===== config.mk =====
export PLATFORM = sky130hd
export DESIGN_NAME = sfp_core
export DESIGN_NICKNAME = d
export VERILOG_FILES = /design/src/common/sfp_pkg.sv /design/src/rtl/sfp_core.sv /design/src/rtl/sfp_page_mem.sv
export SDC_FILE = /design/constraint.sdc
export NUM_CORES = 2
export LEC_CHECK = 0
export BUFFER_PORTS_ARGS = -buffer_cell sky130_fd_sc_hd__buf_2
export CAP_MARGIN = 20
export CELL_PAD_IN_SITES_DETAIL_PLACEMENT = 0
export CELL_PAD_IN_SITES_GLOBAL_PLACEMENT = 2
export CORE_ASPECT_RATIO = 1.2
export CORE_MARGIN = 5
export CORE_UTILIZATION = 40
export DETAILED_ROUTE_END_ITERATION = 6
export PLACE_DENSITY_LB_ADDON = 0.15
export SYNTH_ARGS = -nofsm -noshare
export SYNTH_HDL_FRONTEND = slang
export SYNTH_SLANG_ARGS = --single-unit
export TNS_END_PERCENT = 1

===== constraint.sdc =====
create_clock -name mclk -period 6 [get_ports mclk]
set_clock_uncertainty 0.2 [all_clocks]
set_input_delay 0.9 -clock mclk [delete_from_list [all_inputs] [get_ports mclk]]
set_output_delay 0.9 -clock mclk [all_outputs]
set_load 0.005 [all_outputs]

===== src/common/sfp_pkg.sv =====
// Purpose: Shared constants, states and carriers of the serial flash command block.
// Assumes: A 64-Kbyte array behind a registered read port, pages of 256 bytes.
// Notes: Opcode decode lives here so that every user classifies commands alike.
package sfp_pkg;

	// Array and page geometry.
	localparam int ADDR_W = 16;
	localparam int PAGE_W = 8;
	localparam int PAGE_BYTES = 256;
	localparam logic [15:0] ADDR_LAST = 16'hffff;
	localparam logic [15:0] ADDR_FIRST = 16'h0000;
	localparam logic [15:0] MASK_4K = 16'hf000;
	localparam logic [15:0] MASK_32K = 16'h8000;
	localparam logic [7:0] PAGE_LAST = 8'hff;
	localparam logic [7:0] BYTE_ERASED = 8'hff;

	// Opcodes recognised by this block.
	localparam logic [7:0] OP_READ_FAST = 8'h0b;
	localparam logic [7:0] OP_READ_SLOW = 8'h03;
	localparam logic [7:0] OP_PROG = 8'h02;
	localparam logic [7:0] OP_ERASE_4K = 8'h20;
	localparam logic [7:0] OP_ERASE_32K_A = 8'h52;
	localparam logic [7:0] OP_ERASE_32K_B = 8'hd8;

	// Frame counting.
	localparam logic [2:0] BIT_FIRST = 3'h0;
	localparam logic [2:0] BIT_LAST = 3'h7;
	localparam logic [2:0] HDR_NONE = 3'h0;
	localparam logic [2:0] HDR_ADDR_LAST = 3'h3;
	localparam logic [2:0] HDR_SAT = 3'h4;

	// Steps of the internal program cycle for one page location.
	localparam logic [2:0] STEP_READ_BUF = 3'h0;
	localparam logic [2:0] STEP_WRITE = 3'h1;
	localparam logic [2:0] STEP_RD_ARR = 3'h2;
	localparam logic [2:0] STEP_WAIT = 3'h3;
	localparam logic [2:0] STEP_CHECK = 3'h4;

	// Decoded command kinds.
	typedef enum logic [2:0] {
		CMD_NONE = 3'h0,
		CMD_READ_FAST = 3'h1,
		CMD_READ_SLOW = 3'h2,
		CMD_PROG = 3'h3,
		CMD_ERASE_4K = 3'h4,
		CMD_ERASE_32K = 3'h5
	} sfp_cmd_type;

	// Controller states, one-hot.
	typedef enum logic [9:0] {
		ST_IDLE = 10'h001,
		ST_OPCODE = 10'h002,
		ST_ADDR = 10'h004,
		ST_DUMMY = 10'h008,
		ST_READ = 10'h010,
		ST_PDATA = 10'h020,
		ST_EHOLD = 10'h040,
		ST_IGNORE = 10'h080,
		ST_PROG = 10'h100,
		ST_ERASE = 10'h200
	} sfp_state_type;

	// Byte write towards the array.
	typedef struct packed {
		logic en;
		logic [15:0] addr;
		logic [7:0] data;
	} sfp_arr_wr_type;

	// Block erase request towards the array.
	typedef struct packed {
		logic en;
		logic big;
		logic [15:0] addr;
	} sfp_erase_type;

	// Classifies an opcode byte; unknown opcodes give CMD_NONE.
	function automatic sfp_cmd_type sfp_decode(input logic [7:0] op);
		sfp_cmd_type kind;
		kind = CMD_NONE;
		case (op)
			OP_READ_FAST: kind = CMD_READ_FAST;
			OP_READ_SLOW: kind = CMD_READ_SLOW;
			OP_PROG: kind = CMD_PROG;
			OP_ERASE_4K: kind = CMD_ERASE_4K;
			OP_ERASE_32K_A: kind = CMD_ERASE_32K;
			OP_ERASE_32K_B: kind = CMD_ERASE_32K;
			default: kind = CMD_NONE;
		endcase
		return kind;
	endfunction

endpackage


===== src/rtl/sfp_core.sv =====
// Functional notes
// - Accept fast read opcode at any rate and slow read opcode at low rates.
// - Read address counter advances by itself after each output byte.
// - Read past the last array byte continues at address zero without gap.
// - Read data leave the serial output most significant bit first.
// - Chip select release ends a read at once and floats the output.
// - Program opcode, three address bytes, then data into the page buffer.
// - Program starts only with the write enable latch already set.
// - Program data past the page end wrap to the start of that page.
// - With more than a page sent, only the last 256 bytes stay.
// - On release, buffered bytes are programmed; unsent locations keep their contents.
// - Program aborts without change on short header, no data, or odd bits.
// - Program against a protected array is refused, back to idle.
// - Program aborts and protection refusals clear the write enable latch.
// - Program cycle shows busy and clears the latch before it ends.
// - Each programmed byte is read back; mismatch sets the error flag.
// - One opcode erases 4 Kbytes, two others erase 32 Kbytes, latch needed.
// - Erase takes three address bytes, ignores the rest, starts on release.
// - Erase ignores address bits below the block size.
// - Erase aborts without effect on short address or odd bit count.
// - Protected erase is refused; refusals and aborts clear the latch.
// - Erase shows busy, clears the latch, and reports failure in the flag.
// - The top eight address bits are disregarded.
// - Input sampled on rising clock, output changed on falling; modes 0 and 3.
// - Protect bit set means whole array protected for program and erase.
//
// Purpose: Read, page program and block erase command logic of a serial flash.
// Assumes: The SPI pins are oversampled by mclk; SCK half period over three mclk cycles.
// Notes: The array has a registered read port and accepts byte writes and erase requests.
`timescale 1ns/1ps
module sfp_core
	import sfp_pkg::*;
(
	// Clock and reset.
	input wire logic mclk,
	input wire logic rstn,
	// Serial pins.
	input wire logic cs_n,
	input wire logic sck,
	input wire logic si,
	output logic so,
	output logic so_oe,
	// Status and protection.
	input wire logic block_protect_bit,
	input wire logic latch_set,
	input wire logic latch_clr,
	output logic write_enable_latch,
	output logic busy,
	output logic program_erase_error_flag,
	// Array port.
	output logic [ADDR_W-1:0] arr_rd_addr,
	input wire logic [7:0] arr_rd_data,
	output sfp_arr_wr_type arr_wr,
	output sfp_erase_type erase_req,
	input wire logic erase_done,
	input wire logic erase_fail
);

	logic [2:0] cs_sync_reg;
	logic [2:0] sck_sync_reg;
	logic [1:0] si_sync_reg;
	sfp_state_type state_reg;
	sfp_cmd_type cmd_reg;
	logic [2:0] bit_cnt_reg;
	logic [2:0] hdr_cnt_reg;
	logic [7:0] shin_reg;
	logic [15:0] addr_reg;
	logic [7:0] page_reg;
	logic [7:0] buf_ptr_reg;
	logic [PAGE_BYTES-1:0] valid_reg;
	logic data_seen_reg;
	logic fetch_q1_reg;
	logic fetch_q2_reg;
	logic [7:0] shout_reg;
	logic [7:0] idx_reg;
	logic [2:0] step_reg;
	logic [7:0] cmp_reg;
	logic [7:0] buf_rdata;
	logic so_reg;
	logic so_oe_reg;
	logic write_enable_latch_reg;
	logic busy_reg;
	logic program_erase_error_flag_reg;
	logic [ADDR_W-1:0] arr_rd_addr_reg;
	sfp_arr_wr_type arr_wr_reg;
	sfp_erase_type erase_req_reg;

	logic cs_low, cs_fall, cs_rise, sck_rise, sck_fall, si_bit;
	logic in_frame, byte_done, addr_last_byte, fetch, odd_end, is_erase;
	logic prog_ok, prog_abort, erase_ok, erase_abort, start_prog, start_erase;
	logic buf_we, chk_fail, prog_last, latch_drop;
	logic [7:0] byte_val;

	// Three flip-flops on cs_n and sck, two on si; only the second stage and later are looked at.
	always_ff @(posedge mclk) begin
		if (!rstn) begin
			cs_sync_reg <= 3'h7;
			sck_sync_reg <= 3'h0;
			si_sync_reg <= 2'h0;
		end else begin
			cs_sync_reg <= {cs_sync_reg[1:0], cs_n};
			sck_sync_reg <= {sck_sync_reg[1:0], sck};
			si_sync_reg <= {si_sync_reg[0], si};
		end
	end

	// Edge detection; the idle level of SCK does not matter, so modes 0 and 3 both work.
	// rising-edge sampling
	assign cs_low = !cs_sync_reg[1];
	assign cs_fall = cs_sync_reg[2] & !cs_sync_reg[1];
	assign cs_rise = !cs_sync_reg[2] & cs_sync_reg[1];
	assign sck_rise = !sck_sync_reg[2] & sck_sync_reg[1];
	assign sck_fall = sck_sync_reg[2] & !sck_sync_reg[1];
	assign si_bit = si_sync_reg[1];

	// Frame bookkeeping terms.
	assign in_frame = cs_low && (state_reg inside {ST_OPCODE, ST_ADDR, ST_DUMMY, ST_READ,
		ST_PDATA, ST_EHOLD, ST_IGNORE});
	assign byte_val = {shin_reg[6:0], si_bit};
	assign byte_done = in_frame && sck_rise && (bit_cnt_reg == BIT_LAST);
	assign addr_last_byte = byte_done && (state_reg == ST_ADDR) && (hdr_cnt_reg == HDR_ADDR_LAST);
	assign odd_end = bit_cnt_reg != BIT_FIRST;
	assign is_erase = (cmd_reg == CMD_ERASE_4K) || (cmd_reg == CMD_ERASE_32K);
	assign fetch = (addr_last_byte && (cmd_reg == CMD_READ_SLOW)) ||
		(byte_done && (state_reg == ST_DUMMY)) || (byte_done && (state_reg == ST_READ));

	// End-of-frame verdicts for program and erase.
	// program abort check
	assign prog_ok = (cmd_reg == CMD_PROG) && (state_reg == ST_PDATA) && data_seen_reg && !odd_end;
	assign prog_abort = (cmd_reg == CMD_PROG) && (state_reg inside {ST_ADDR, ST_PDATA}) &&
		(!prog_ok || block_protect_bit);
	assign erase_ok = is_erase && (state_reg == ST_EHOLD) && !odd_end;
	assign erase_abort = is_erase && (state_reg inside {ST_ADDR, ST_EHOLD}) &&
		(!erase_ok || block_protect_bit);
	assign start_prog = cs_rise && prog_ok && !block_protect_bit && write_enable_latch_reg;
	assign start_erase = cs_rise && erase_ok && !block_protect_bit && write_enable_latch_reg;
	assign latch_drop = cs_rise && (prog_abort || erase_abort);

	// Bit counter restarts on the chip select falling edge so a new frame starts on a byte.
	always_ff @(posedge mclk) begin
		if (!rstn) begin
			bit_cnt_reg <= BIT_FIRST;
			shin_reg <= 8'h00;
		end else if (cs_fall) begin
			bit_cnt_reg <= BIT_FIRST;
		end else if (in_frame && sck_rise) begin
			bit_cnt_reg <= bit_cnt_reg + 3'h1;
			shin_reg <= byte_val;
		end
	end

	// Header byte count saturates once the address is complete.
	always_ff @(posedge mclk) begin
		if (!rstn) begin
			hdr_cnt_reg <= HDR_NONE;
		end else if (cs_fall) begin
			hdr_cnt_reg <= HDR_NONE;
		end else if (byte_done && (hdr_cnt_reg != HDR_SAT)) begin
			hdr_cnt_reg <= hdr_cnt_reg + 3'h1;
		end
	end

	// Opcode and address capture; a 16-bit shift drops the top address byte by itself.
	always_ff @(posedge mclk) begin
		if (!rstn) begin
			cmd_reg <= CMD_NONE;
			addr_reg <= 16'h0000;
		end else if (byte_done && (state_reg == ST_OPCODE)) begin
			cmd_reg <= sfp_decode(byte_val);
		end else if (byte_done && (state_reg == ST_ADDR)) begin
			addr_reg <= {addr_reg[7:0], byte_val};
		end
	end

	// Command state machine.
	always_ff @(posedge mclk) begin
		if (!rstn) begin
			state_reg <= ST_IDLE;
		end else begin
			case (state_reg)
				ST_IDLE: begin
					if (cs_fall) begin
						state_reg <= ST_OPCODE;
					end
				end
				ST_OPCODE, ST_ADDR, ST_DUMMY, ST_READ, ST_PDATA, ST_EHOLD, ST_IGNORE: begin
					if (cs_rise) begin
						if (start_erase) begin
							state_reg <= ST_ERASE;
						end else if (start_prog) begin
							state_reg <= ST_PROG;
						end else begin
							state_reg <= ST_IDLE;
						end
					end else if (byte_done && (state_reg == ST_OPCODE)) begin
						state_reg <= (sfp_decode(byte_val) == CMD_NONE) ? ST_IGNORE : ST_ADDR;
					end else if (addr_last_byte) begin
						case (cmd_reg)
							CMD_READ_FAST: state_reg <= ST_DUMMY;
							CMD_READ_SLOW: state_reg <= ST_READ;
							CMD_PROG: state_reg <= ST_PDATA;
							default: state_reg <= ST_EHOLD;
						endcase
					end else if (byte_done && (state_reg == ST_DUMMY)) begin
						state_reg <= ST_READ;
					end
				end
				ST_PROG: begin
					if (prog_last) begin
						state_reg <= ST_IDLE;
					end
				end
				ST_ERASE: begin
					if (erase_done) begin
						state_reg <= ST_IDLE;
					end
				end
				default: state_reg <= ST_IDLE;
			endcase
		end
	end

	// Page buffer filling; the pointer wraps inside the page, so old bytes get overwritten.
	// data into page buffer
	assign buf_we = byte_done && (state_reg == ST_PDATA);
	always_ff @(posedge mclk) begin
		if (!rstn) begin
			page_reg <= 8'h00;
			buf_ptr_reg <= 8'h00;
			valid_reg <= '0;
			data_seen_reg <= 1'b0;
		end else if (addr_last_byte && (cmd_reg == CMD_PROG)) begin
			page_reg <= addr_reg[7:0];
			buf_ptr_reg <= byte_val;
			valid_reg <= '0;
			data_seen_reg <= 1'b0;
		end else if (buf_we) begin
			buf_ptr_reg <= buf_ptr_reg + 8'h01;
			valid_reg[buf_ptr_reg] <= 1'b1;
			data_seen_reg <= 1'b1;
		end
	end

	sfp_page_mem u_page_mem (
		.mclk(mclk),
		.we(buf_we),
		.waddr(buf_ptr_reg),
		.wdata(byte_val),
		.raddr(idx_reg),
		.rdata(buf_rdata)
	);

	// Read prefetch pipe: address register, array register, then the shifter.
	always_ff @(posedge mclk) begin
		if (!rstn) begin
			fetch_q1_reg <= 1'b0;
			fetch_q2_reg <= 1'b0;
		end else begin
			fetch_q1_reg <= fetch;
			fetch_q2_reg <= fetch_q1_reg;
		end
	end

	// One array read port serves both the read stream and program verify.
	always_ff @(posedge mclk) begin
		if (!rstn) begin
			arr_rd_addr_reg <= ADDR_FIRST;
		end else if (addr_last_byte) begin
			arr_rd_addr_reg <= {addr_reg[7:0], byte_val};
		end else if (fetch_q2_reg && (state_reg == ST_READ)) begin
			arr_rd_addr_reg <= arr_rd_addr_reg + 16'h0001;
		end else if ((state_reg == ST_PROG) && (step_reg == STEP_RD_ARR)) begin
			arr_rd_addr_reg <= {page_reg, idx_reg};
		end
	end

	// Output shifter; a fresh byte is loaded well before the next falling edge.
	always_ff @(posedge mclk) begin
		if (!rstn) begin
			shout_reg <= BYTE_ERASED;
			so_reg <= 1'b0;
		end else if (fetch_q2_reg && (state_reg == ST_READ)) begin
			shout_reg <= arr_rd_data;
		end else if (sck_fall && (state_reg == ST_READ)) begin
			so_reg <= shout_reg[7];
			shout_reg <= {shout_reg[6:0], 1'b0};
		end
	end

	// Output enable follows the read data phase and drops as soon as the frame ends.
	// float on release
	always_ff @(posedge mclk) begin
		if (!rstn) begin
			so_oe_reg <= 1'b0;
		end else if (cs_rise || (state_reg != ST_READ)) begin
			so_oe_reg <= 1'b0;
		end else if (fetch_q2_reg) begin
			so_oe_reg <= 1'b1;
		end
	end

	// Program cycle: five steps per page location, unsent locations are stepped through but not written or checked.
	// readback compare
	assign chk_fail = (state_reg == ST_PROG) && (step_reg == STEP_CHECK) &&
		valid_reg[idx_reg] && (arr_rd_data != cmp_reg);
	assign prog_last = (state_reg == ST_PROG) && (step_reg == STEP_CHECK) && (idx_reg == PAGE_LAST);
	always_ff @(posedge mclk) begin
		if (!rstn) begin
			idx_reg <= 8'h00;
			step_reg <= STEP_READ_BUF;
			cmp_reg <= BYTE_ERASED;
			arr_wr_reg <= '0;
		end else if (start_prog) begin
			idx_reg <= 8'h00;
			step_reg <= STEP_READ_BUF;
		end else if (state_reg == ST_PROG) begin
			case (step_reg)
				STEP_READ_BUF: step_reg <= STEP_WRITE;
				STEP_WRITE: begin
					cmp_reg <= buf_rdata;
					arr_wr_reg <= {valid_reg[idx_reg], {page_reg, idx_reg}, buf_rdata};
					step_reg <= STEP_RD_ARR;
				end
				STEP_RD_ARR: begin
					arr_wr_reg.en <= 1'b0;
					step_reg <= STEP_WAIT;
				end
				STEP_WAIT: step_reg <= STEP_CHECK;
				default: begin
					idx_reg <= idx_reg + 8'h01;
					step_reg <= STEP_READ_BUF;
				end
			endcase
		end
	end

	// Erase request with the low block bits forced to zero.
	always_ff @(posedge mclk) begin
		if (!rstn) begin
			erase_req_reg <= '0;
		end else if (start_erase) begin
			erase_req_reg.en <= 1'b1;
			erase_req_reg.big <= cmd_reg == CMD_ERASE_32K;
			erase_req_reg.addr <= addr_reg & ((cmd_reg == CMD_ERASE_32K) ? MASK_32K : MASK_4K);
		end else begin
			erase_req_reg.en <= 1'b0;
		end
	end

	// Busy covers the whole internal cycle; the latch drops at its very start.
	// busy and latch clear
	always_ff @(posedge mclk) begin
		if (!rstn) begin
			busy_reg <= 1'b0;
		end else if (start_prog || start_erase) begin
			busy_reg <= 1'b1;
		end else if (prog_last || ((state_reg == ST_ERASE) && erase_done)) begin
			busy_reg <= 1'b0;
		end
	end

	// Write enable latch; a set from outside is not honoured while a cycle starts or runs.
	always_ff @(posedge mclk) begin
		if (!rstn) begin
			write_enable_latch_reg <= 1'b0;
		end else if (start_prog || start_erase) begin
			write_enable_latch_reg <= 1'b0;
		end else if (latch_set && !busy_reg) begin
			write_enable_latch_reg <= 1'b1;
		end else if (latch_drop || latch_clr) begin
			write_enable_latch_reg <= 1'b0;
		end
	end

	// Error flag is cleared when a new cycle starts and set by any failure.
	always_ff @(posedge mclk) begin
		if (!rstn) begin
			program_erase_error_flag_reg <= 1'b0;
		end else if (chk_fail || ((state_reg == ST_ERASE) && erase_done && erase_fail)) begin
			program_erase_error_flag_reg <= 1'b1;
		end else if (start_prog || start_erase) begin
			program_erase_error_flag_reg <= 1'b0;
		end
	end

	// Ports straight from the flip-flops.
	assign so = so_reg;
	assign so_oe = so_oe_reg;
	assign write_enable_latch = write_enable_latch_reg;
	assign busy = busy_reg;
	assign program_erase_error_flag = program_erase_error_flag_reg;
	assign arr_rd_addr = arr_rd_addr_reg;
	assign arr_wr = arr_wr_reg;
	assign erase_req = erase_req_reg;
endmodule


===== src/rtl/sfp_page_mem.sv =====
// Purpose: The 256-byte page buffer that collects program data.
// Assumes: One write and one read port on mclk.
// Notes: Read data come out of a register, one cycle after the address.
`timescale 1ns/1ps
module sfp_page_mem
	import sfp_pkg::*;
(
	// Clock.
	input wire logic mclk,
	// Write port.
	input wire logic we,
	input wire logic [PAGE_W-1:0] waddr,
	input wire logic [7:0] wdata,
	// Read port.
	input wire logic [PAGE_W-1:0] raddr,
	output logic [7:0] rdata
);

	logic [7:0] mem_reg [PAGE_BYTES];

	// Storage needs no reset; stale bytes are masked by the valid bits outside.
	always_ff @(posedge mclk) begin
		if (we) begin
			mem_reg[waddr] <= wdata;
		end
		rdata <= mem_reg[raddr];
	end

endmodule


# Yosys cells after proc, flatten, opt, wreduce, memory -nomap -nowiden
# Memory sizes are Yosys's and may differ from the RTL's. A register that Yosys moved wholly into a read port is not among the register bits.
# Index checks and enable logic that the tools add are counted.
[word_totals]
regBits = 416
latchBits = 0
ramBits = 2048
mem_bits_ro = 0
in_bits = 18
output_inout_bits = 64
elab_cells = 214
memories = 1
[op_classes]
add_sub_neg = 5
mul = 0
div_mod_pow = 0
order_cmp = 3
n_eq_ne = 35
shifts = 0
muxes = 40
bitwise = 12
n_reduce_logical = 87
[mem_list]
columns = ["name", "depth", "width", "rd", "rd_ports_with_merged_regs", "write_ports", "line", "source"]
rows = [
  ["u_page_mem.mem_reg", 256, 8, 1, 1, 1, "sfp_page_mem.sv:19", "logic [7:0] mem_reg [PAGE_BYTES];"],
]
[ops]
columns = ["operator", "count"]
rows = [
  ["bitwise OR 256 bit", 1],
  ["two-way mux 10 bit", 8],
  ["two-way mux 16 bit", 3],
  ["two-way mux 8 bit", 5],
  ["case mux 10 bit (4 select lines)", 1],
  ["logical AND 1 bit", 39],
  ["case mux 7 bit (3 select lines)", 1],
  ["< comparator 8 x 9 -> 1 bit (second input constant)", 2],
  ["adder 16 x 1 -> 16 bit (second input constant)", 1],
  ["adder 8 x 1 -> 8 bit (second input constant)", 2],
  ["AND 16 bit", 1],
  ["== test 8 x 2 -> 1 bit (second input constant)", 2],
  ["== test 8 bit (second input constant)", 2],
  ["nonzero test 2 bit", 8],
  ["== test 3 x 2 -> 1 bit (second input constant)", 5],
  ["two-way mux 15 bit", 1],
  ["case mux 3 bit (5 select lines)", 1],
  ["== test 3 bit (second input constant)", 4],
  ["two-way mux 3 bit", 4],
  ["case mux 3 bit (4 select lines)", 1],
  ["OR reduction 2 bit", 6],
  ["logical OR 1 bit", 11],
  ["two-way mux 1 bit", 11],
  ["== test 10 x 1 -> 1 bit (second input constant)", 1],
  ["35 further kinds", 61],
]

# Depth between registers and ports, before layout
[logic_depth]
word_depth = 15
depth_mapped = 13
mapped_depth_nobuf = 9

# Hierarchy
# From an unflattened synthesis, not the netlist that was laid out.
[unflattened]
cells_unflattened = 5653
hier_area_um2 = 96495.0
[by_module_without_submodules]
columns = ["module", "instances", "cells_each", "area_each_um2", "seq_area_each_um2"]
rows = [
  ["sfp_page_mem", 1, 3733, 79556.3, 61659.1],
  ["sfp_core", 1, 1920, 16938.7, 8007.7],
]

# Worst setup path before layout
# OpenSTA, ideal clock, no wires.
[synth_path]
path_kind = "register to register"
startpoint = "reg shin_reg[2]"
endpoint = "reg state_reg[7]"
setup_ns = 0.070
t_arrival_ns = 4.737
t_required_ns = 5.730
setup_slack_ns = 0.993
path_stages_with_launch = 7
path_buffers = 1
synth_period_minus_slack_ns = 5.007
cell_sequence = "dfxtp_1 -> clkbuf_1 -> nor4b_1 -> a21oi_1 -> o21ai_0 -> or3_1 -> a21oi_1"
[synth_via]
elab_chain_len = 12
elab_cells_between_ends = 17
classes_between = "eq/ne (6); mux (9); reduce/logical (2)"
[synth_rtl]
columns = ["item", "line", "source"]
rows = [
  ["start, declared", "sfp_core.sv:66", "logic [7:0] shin_reg;"],
  ["start signal, assigned", "sfp_core.sv:148", "shin_reg <= byte_val;"],
  ["== test 8 bit / == test 8 x 7 -> 1 bit (equally long branches)", "sfp_pkg.sv:81", "case (op)"],
  ["OR reduction 2 bit (no line)", "n/a", ""],
  ["case mux 3 bit (5 select lines) *", "sfp_pkg.sv:81", ""],
  ["two-way mux 3 bit *", "sfp_core.sv:195", "end else if (byte_done && (state_reg == ST_OPCODE)) begin"],
  ["two-way mux 3 bit *", "sfp_core.sv:187", "if (cs_rise) begin"],
  ["two-way mux 3 bit *", "sfp_core.sv:180", "case (state_reg)"],
  ["two-way mux 3 bit *", "sfp_core.sv:177", "if (!rstn) begin"],
  ["logical NOT 3 bit *", "sfp_core.sv:196", "state_reg <= (sfp_decode(byte_val) == CMD_NONE) ? ST_IGNORE : ST_ADDR;"],
  ["two-way mux 8 bit *", "sfp_core.sv:196", ""],
  ["two-way mux 10 bit *", "sfp_core.sv:195", ""],
  ["two-way mux 10 bit *", "sfp_core.sv:187", ""],
  ["case mux 10 bit (4 select lines) *", "sfp_core.sv:180", ""],
  ["end signal, assigned", "sfp_core.sv:196", ""],
  ["end, declared", "sfp_core.sv:62", "sfp_state_type state_reg;"],
]
# Every way passes the cells marked *; elsewhere a longest branch is shown, timed or not. The select of a mux whose other input is x is not followed.
# A chain may end at the register's enable or synchronous reset.

# Worst setup path in the final report
[layout_path]
startpoint = "reg bit_cnt_reg[1]"
endpoint = "mem u_page_mem.mem_reg[107][1], enable pin"
[layout_via]
elab_chain_len = 5
[layout_rtl]
columns = ["item", "line", "source"]
rows = [
  ["start, declared", "sfp_core.sv:64", "logic [2:0] bit_cnt_reg;"],
  ["start signal, assigned", "sfp_core.sv:147", "bit_cnt_reg <= bit_cnt_reg + 3'h1;"],
  ["== test 3 bit", "sfp_core.sv:120", "assign byte_done = in_frame && sck_rise && (bit_cnt_reg == BIT_LAST);"],
  ["logical AND 1 bit", "sfp_core.sv:120", ""],
  ["logical AND 1 bit", "sfp_core.sv:225", "assign buf_we = byte_done && (state_reg == ST_PDATA);"],
  ["two-way mux 1 bit", "sfp_page_mem.sv:23", "if (we) begin"],
  ["two-way mux 1 bit (not written as such)", "sfp_page_mem.sv:24", "mem_reg[waddr] <= wdata;"],
  ["end, declared", "sfp_page_mem.sv:19", ""],
]
# Every way passes these cells.

==> impl_metrics.toml <==
[hold_path]
min_from = "arr_rd_data[4]"
hold_path_class = "input pin to flip-flop"

[global_routing]
grt_overflow = 0
antenna_found_initial = 14
grt_use_total_pct = 21.28
grt_pass1_vias = 48430
grt_max_degree = 172
grt_pass1_wl_um = 375700

[drt]
vias = 47340
wirelength_um = 265600
viasPerCell = 5.629
ant_nets = 0
dr.pass1.iters = 5
drt_iter0_drc = 4611
routedWlPerCell_um = 31.58
drc_errors = 0

[cts]
cts_max_level = 4
cts-resized-gates = 0
cts_buffer_depth = 4
clock_sinks = 2456
root_buffer = "clkbuf_16"
clk_latency_ps = 890
cts_buffers = 247
cts_tree = "yes"
clkSlewWorstSetupHoldPaths_ps = 60

[layout]
fin_util_pct = 45.47
fin_nets = 5060
fillCellCount = 20180
drive_gt1_share_pct = 25.14
multi_input_area_mm2 = 0.02392
area.sequential_mm2 = 0.06971
largest_register_ffs = 2048
synthToLayoutAreaGrowth_pct = 13.30

[synthesis]
yosys-top-cells-area = "edfxtp_1 65%, mux4_2 16%, dfxtp_1 8.6%, o21a_1 2.0%, nor2_1 1.4%"
async_flop_share_pct = 0
post_synth_num_cell_types = 73
yosysMostFrequentCell = "edfxtp_1"
syn_inst = 4865
syn_avg_cell_area_um2 = 19.56
synth-edff-count = 2048
synth_top_cell_area_share_pct = 64.63
syn_area_mm2 = 0.09516
yosys_warnings = 0
ys_seq_elements = 2456
synth_ff_type = "edfxtp_1"
ys_seq_area_share_pct = 73.21
synth.top_cells.by_count = "2048 x edfxtp_1, 677 x mux4_2, 408 x dfxtp_1"
yosys.area.top_type = "edfxtp_1"

[worst_setup_path]
crit_fanout = 16
critical_path.reg2reg.startpoint = "bit_cnt_reg[1]$_SDFFE_PP0P_"
cp-end-kind = "flip-flop"
arrival_ps = 4790
worst-setup-path-type = "flip-flop to flip-flop"
startpoint = "bit_cnt_reg[1]$_SDFFE_PP0P_"
start_kind = "flip-flop"
required_ps = 6280

[floorplan]
fp-row-count = 196
die_area_mm2 = 0.2478
boundaryPins = 82
initial_utilization_pct = 40.13
design.core.area_mm2 = 0.2371
fp.dieH_um = 544.3
fp.dieW_um = 455.3

[sta]
max_freq_mhz = 222.1
period_share_pct = 75.05
tightest_slew_ps = 1300
drv_slew = 0
max_slew_margin_pct = 13.35
rsz0062_at_grt = "no"
tns_ps = 0
final.min_clock_period_ps = 4503
hold_viol = 0
setup_viol = 0

[pwr]
powerDensity_mw_per_mm2 = 319.3
leakagePower_nw = 34.31
power_mw = 34.42
ir_worst_vdd_uv = 246.1

[placed_design]
port-buffer-count = 69
gp_congestion = 0.7797
hpwl_um = 160000

[run]
maxCapViolCount = 0

[run_status]
status = "completed"
layout by cell type, fill, tap and decap left out, drive strengths merged, types with 8 or more instances in the layout:
cell type  synthesis  routed
nor2             362     362
nand3             46      46
xor2              10      10
nor2b             18      18
bufinv             0      33
mux4             693     693
clkinv             1      76
inv               19      27
a22o              10      10
a221oi            10      10
clkinvlp           0       8
nand2b            14      14
xnor2             22      22
o21a             259     259
nor4              10      10
buf              157     210
dfxtp            408     408
nand2            196     196
clkbuf           155     333
a211oi            18      18
edfxtp          2048    2048
o22ai              9       9
mux2i             59      59
nor3              17      17
nand3b            11      11
o211ai            13      13
nand4             20      20
a21oi             78      78
ha                12      12
and2              14      14
o21ai             39      39
a22oi             56      56
conb               1      12
routing by layer:
metal	global-route usage, %	part of all wire, %	up-vias
met1	29.31	42	25430
li1	-	-	20130
met4	5.742	2.8	6
met2	35.32	49	1406
met5	0	0.012	-
met3	3.539	5.7	367
critical path, cell delays in order, from the launching register on:
cell and delay, ps:
dfxtp_1 370, ha_1 160, ha_1 170, or4bb_1 530, nor2_1 480, and3_1 540
nand2_1 690, nor2_1 930
through the flow:
stage | instances | instance area [µm²] | setup slack [ps] | hold WS [ps]
finish | 8410 | 107800 | 1497 | 82.61
global route | 8409 | 107800 | 1218 | 35.69
CTS | 8406 | 107800 | 1332 | 6.801
detailed placement | 7942 | 99390 | 1391 | 207.8
global placement | 7940 | 99360 | 992.8 | 226.2
floorplan | 4876 | 95200 | 992.6 | 186.3
area by class of cell:
class | instances | area share, %
Multi-Input combinational cell | 2088 | 22.18
Timing Repair Buffer | 217 | 1.656
Clock inverter | 124 | 1.405
Inverter | 20 | 0.07195
Tap cell | 3168 | 3.676
Sequential cell | 2456 | 64.66
Antenna cell | 4 | 0.009284
Clock buffer | 333 | 6.342
worst paths after layout:
kind / endpoint / slack, ps / cells after the start
max: u_page_mem.mem_reg[107][1]$_DFFE_PP_ / 1500 / 7
min reg2reg: cs_sync_reg[1]$_SDFF_PN1_ / 230 / 1
min: shout_reg[4]$_SDFFE_PN1P_ / 80 / 3
max reg2reg: u_page_mem.mem_reg[107][1]$_DFFE_PP_ / 1500 / 7
report_power, final:
group | leakage [nW] | switching (mW) | internal [mW]
Clock | 4.10 | 6.60 | 9.39
Combinational | 7.48 | 0.133 | 0.0510
Sequential | 22.7 | 0.0217 | 18.2
cell families after synthesis:
family / synth area share (%)
other: 0.003941
and+or+nand+nor: 3.411
DFF: 73.21
muxes: 17.11
AOI/OAI and AO/OA: 3.988
buffers and inverters: 1.826
adders and majority gates: 0.1578
xor gates and xnor gates: 0.2945
what timing repair did:
| item | CTS | global route |
|---|---|---|
| hold endpoints to repair | 7 | 0 |
| buffers inserted | 0 | 0 |
| hold buffers | 7 | 0 |
| endpoints found under the setup margin | 0 | 0 |
Power figures use the tool's default switching activity.
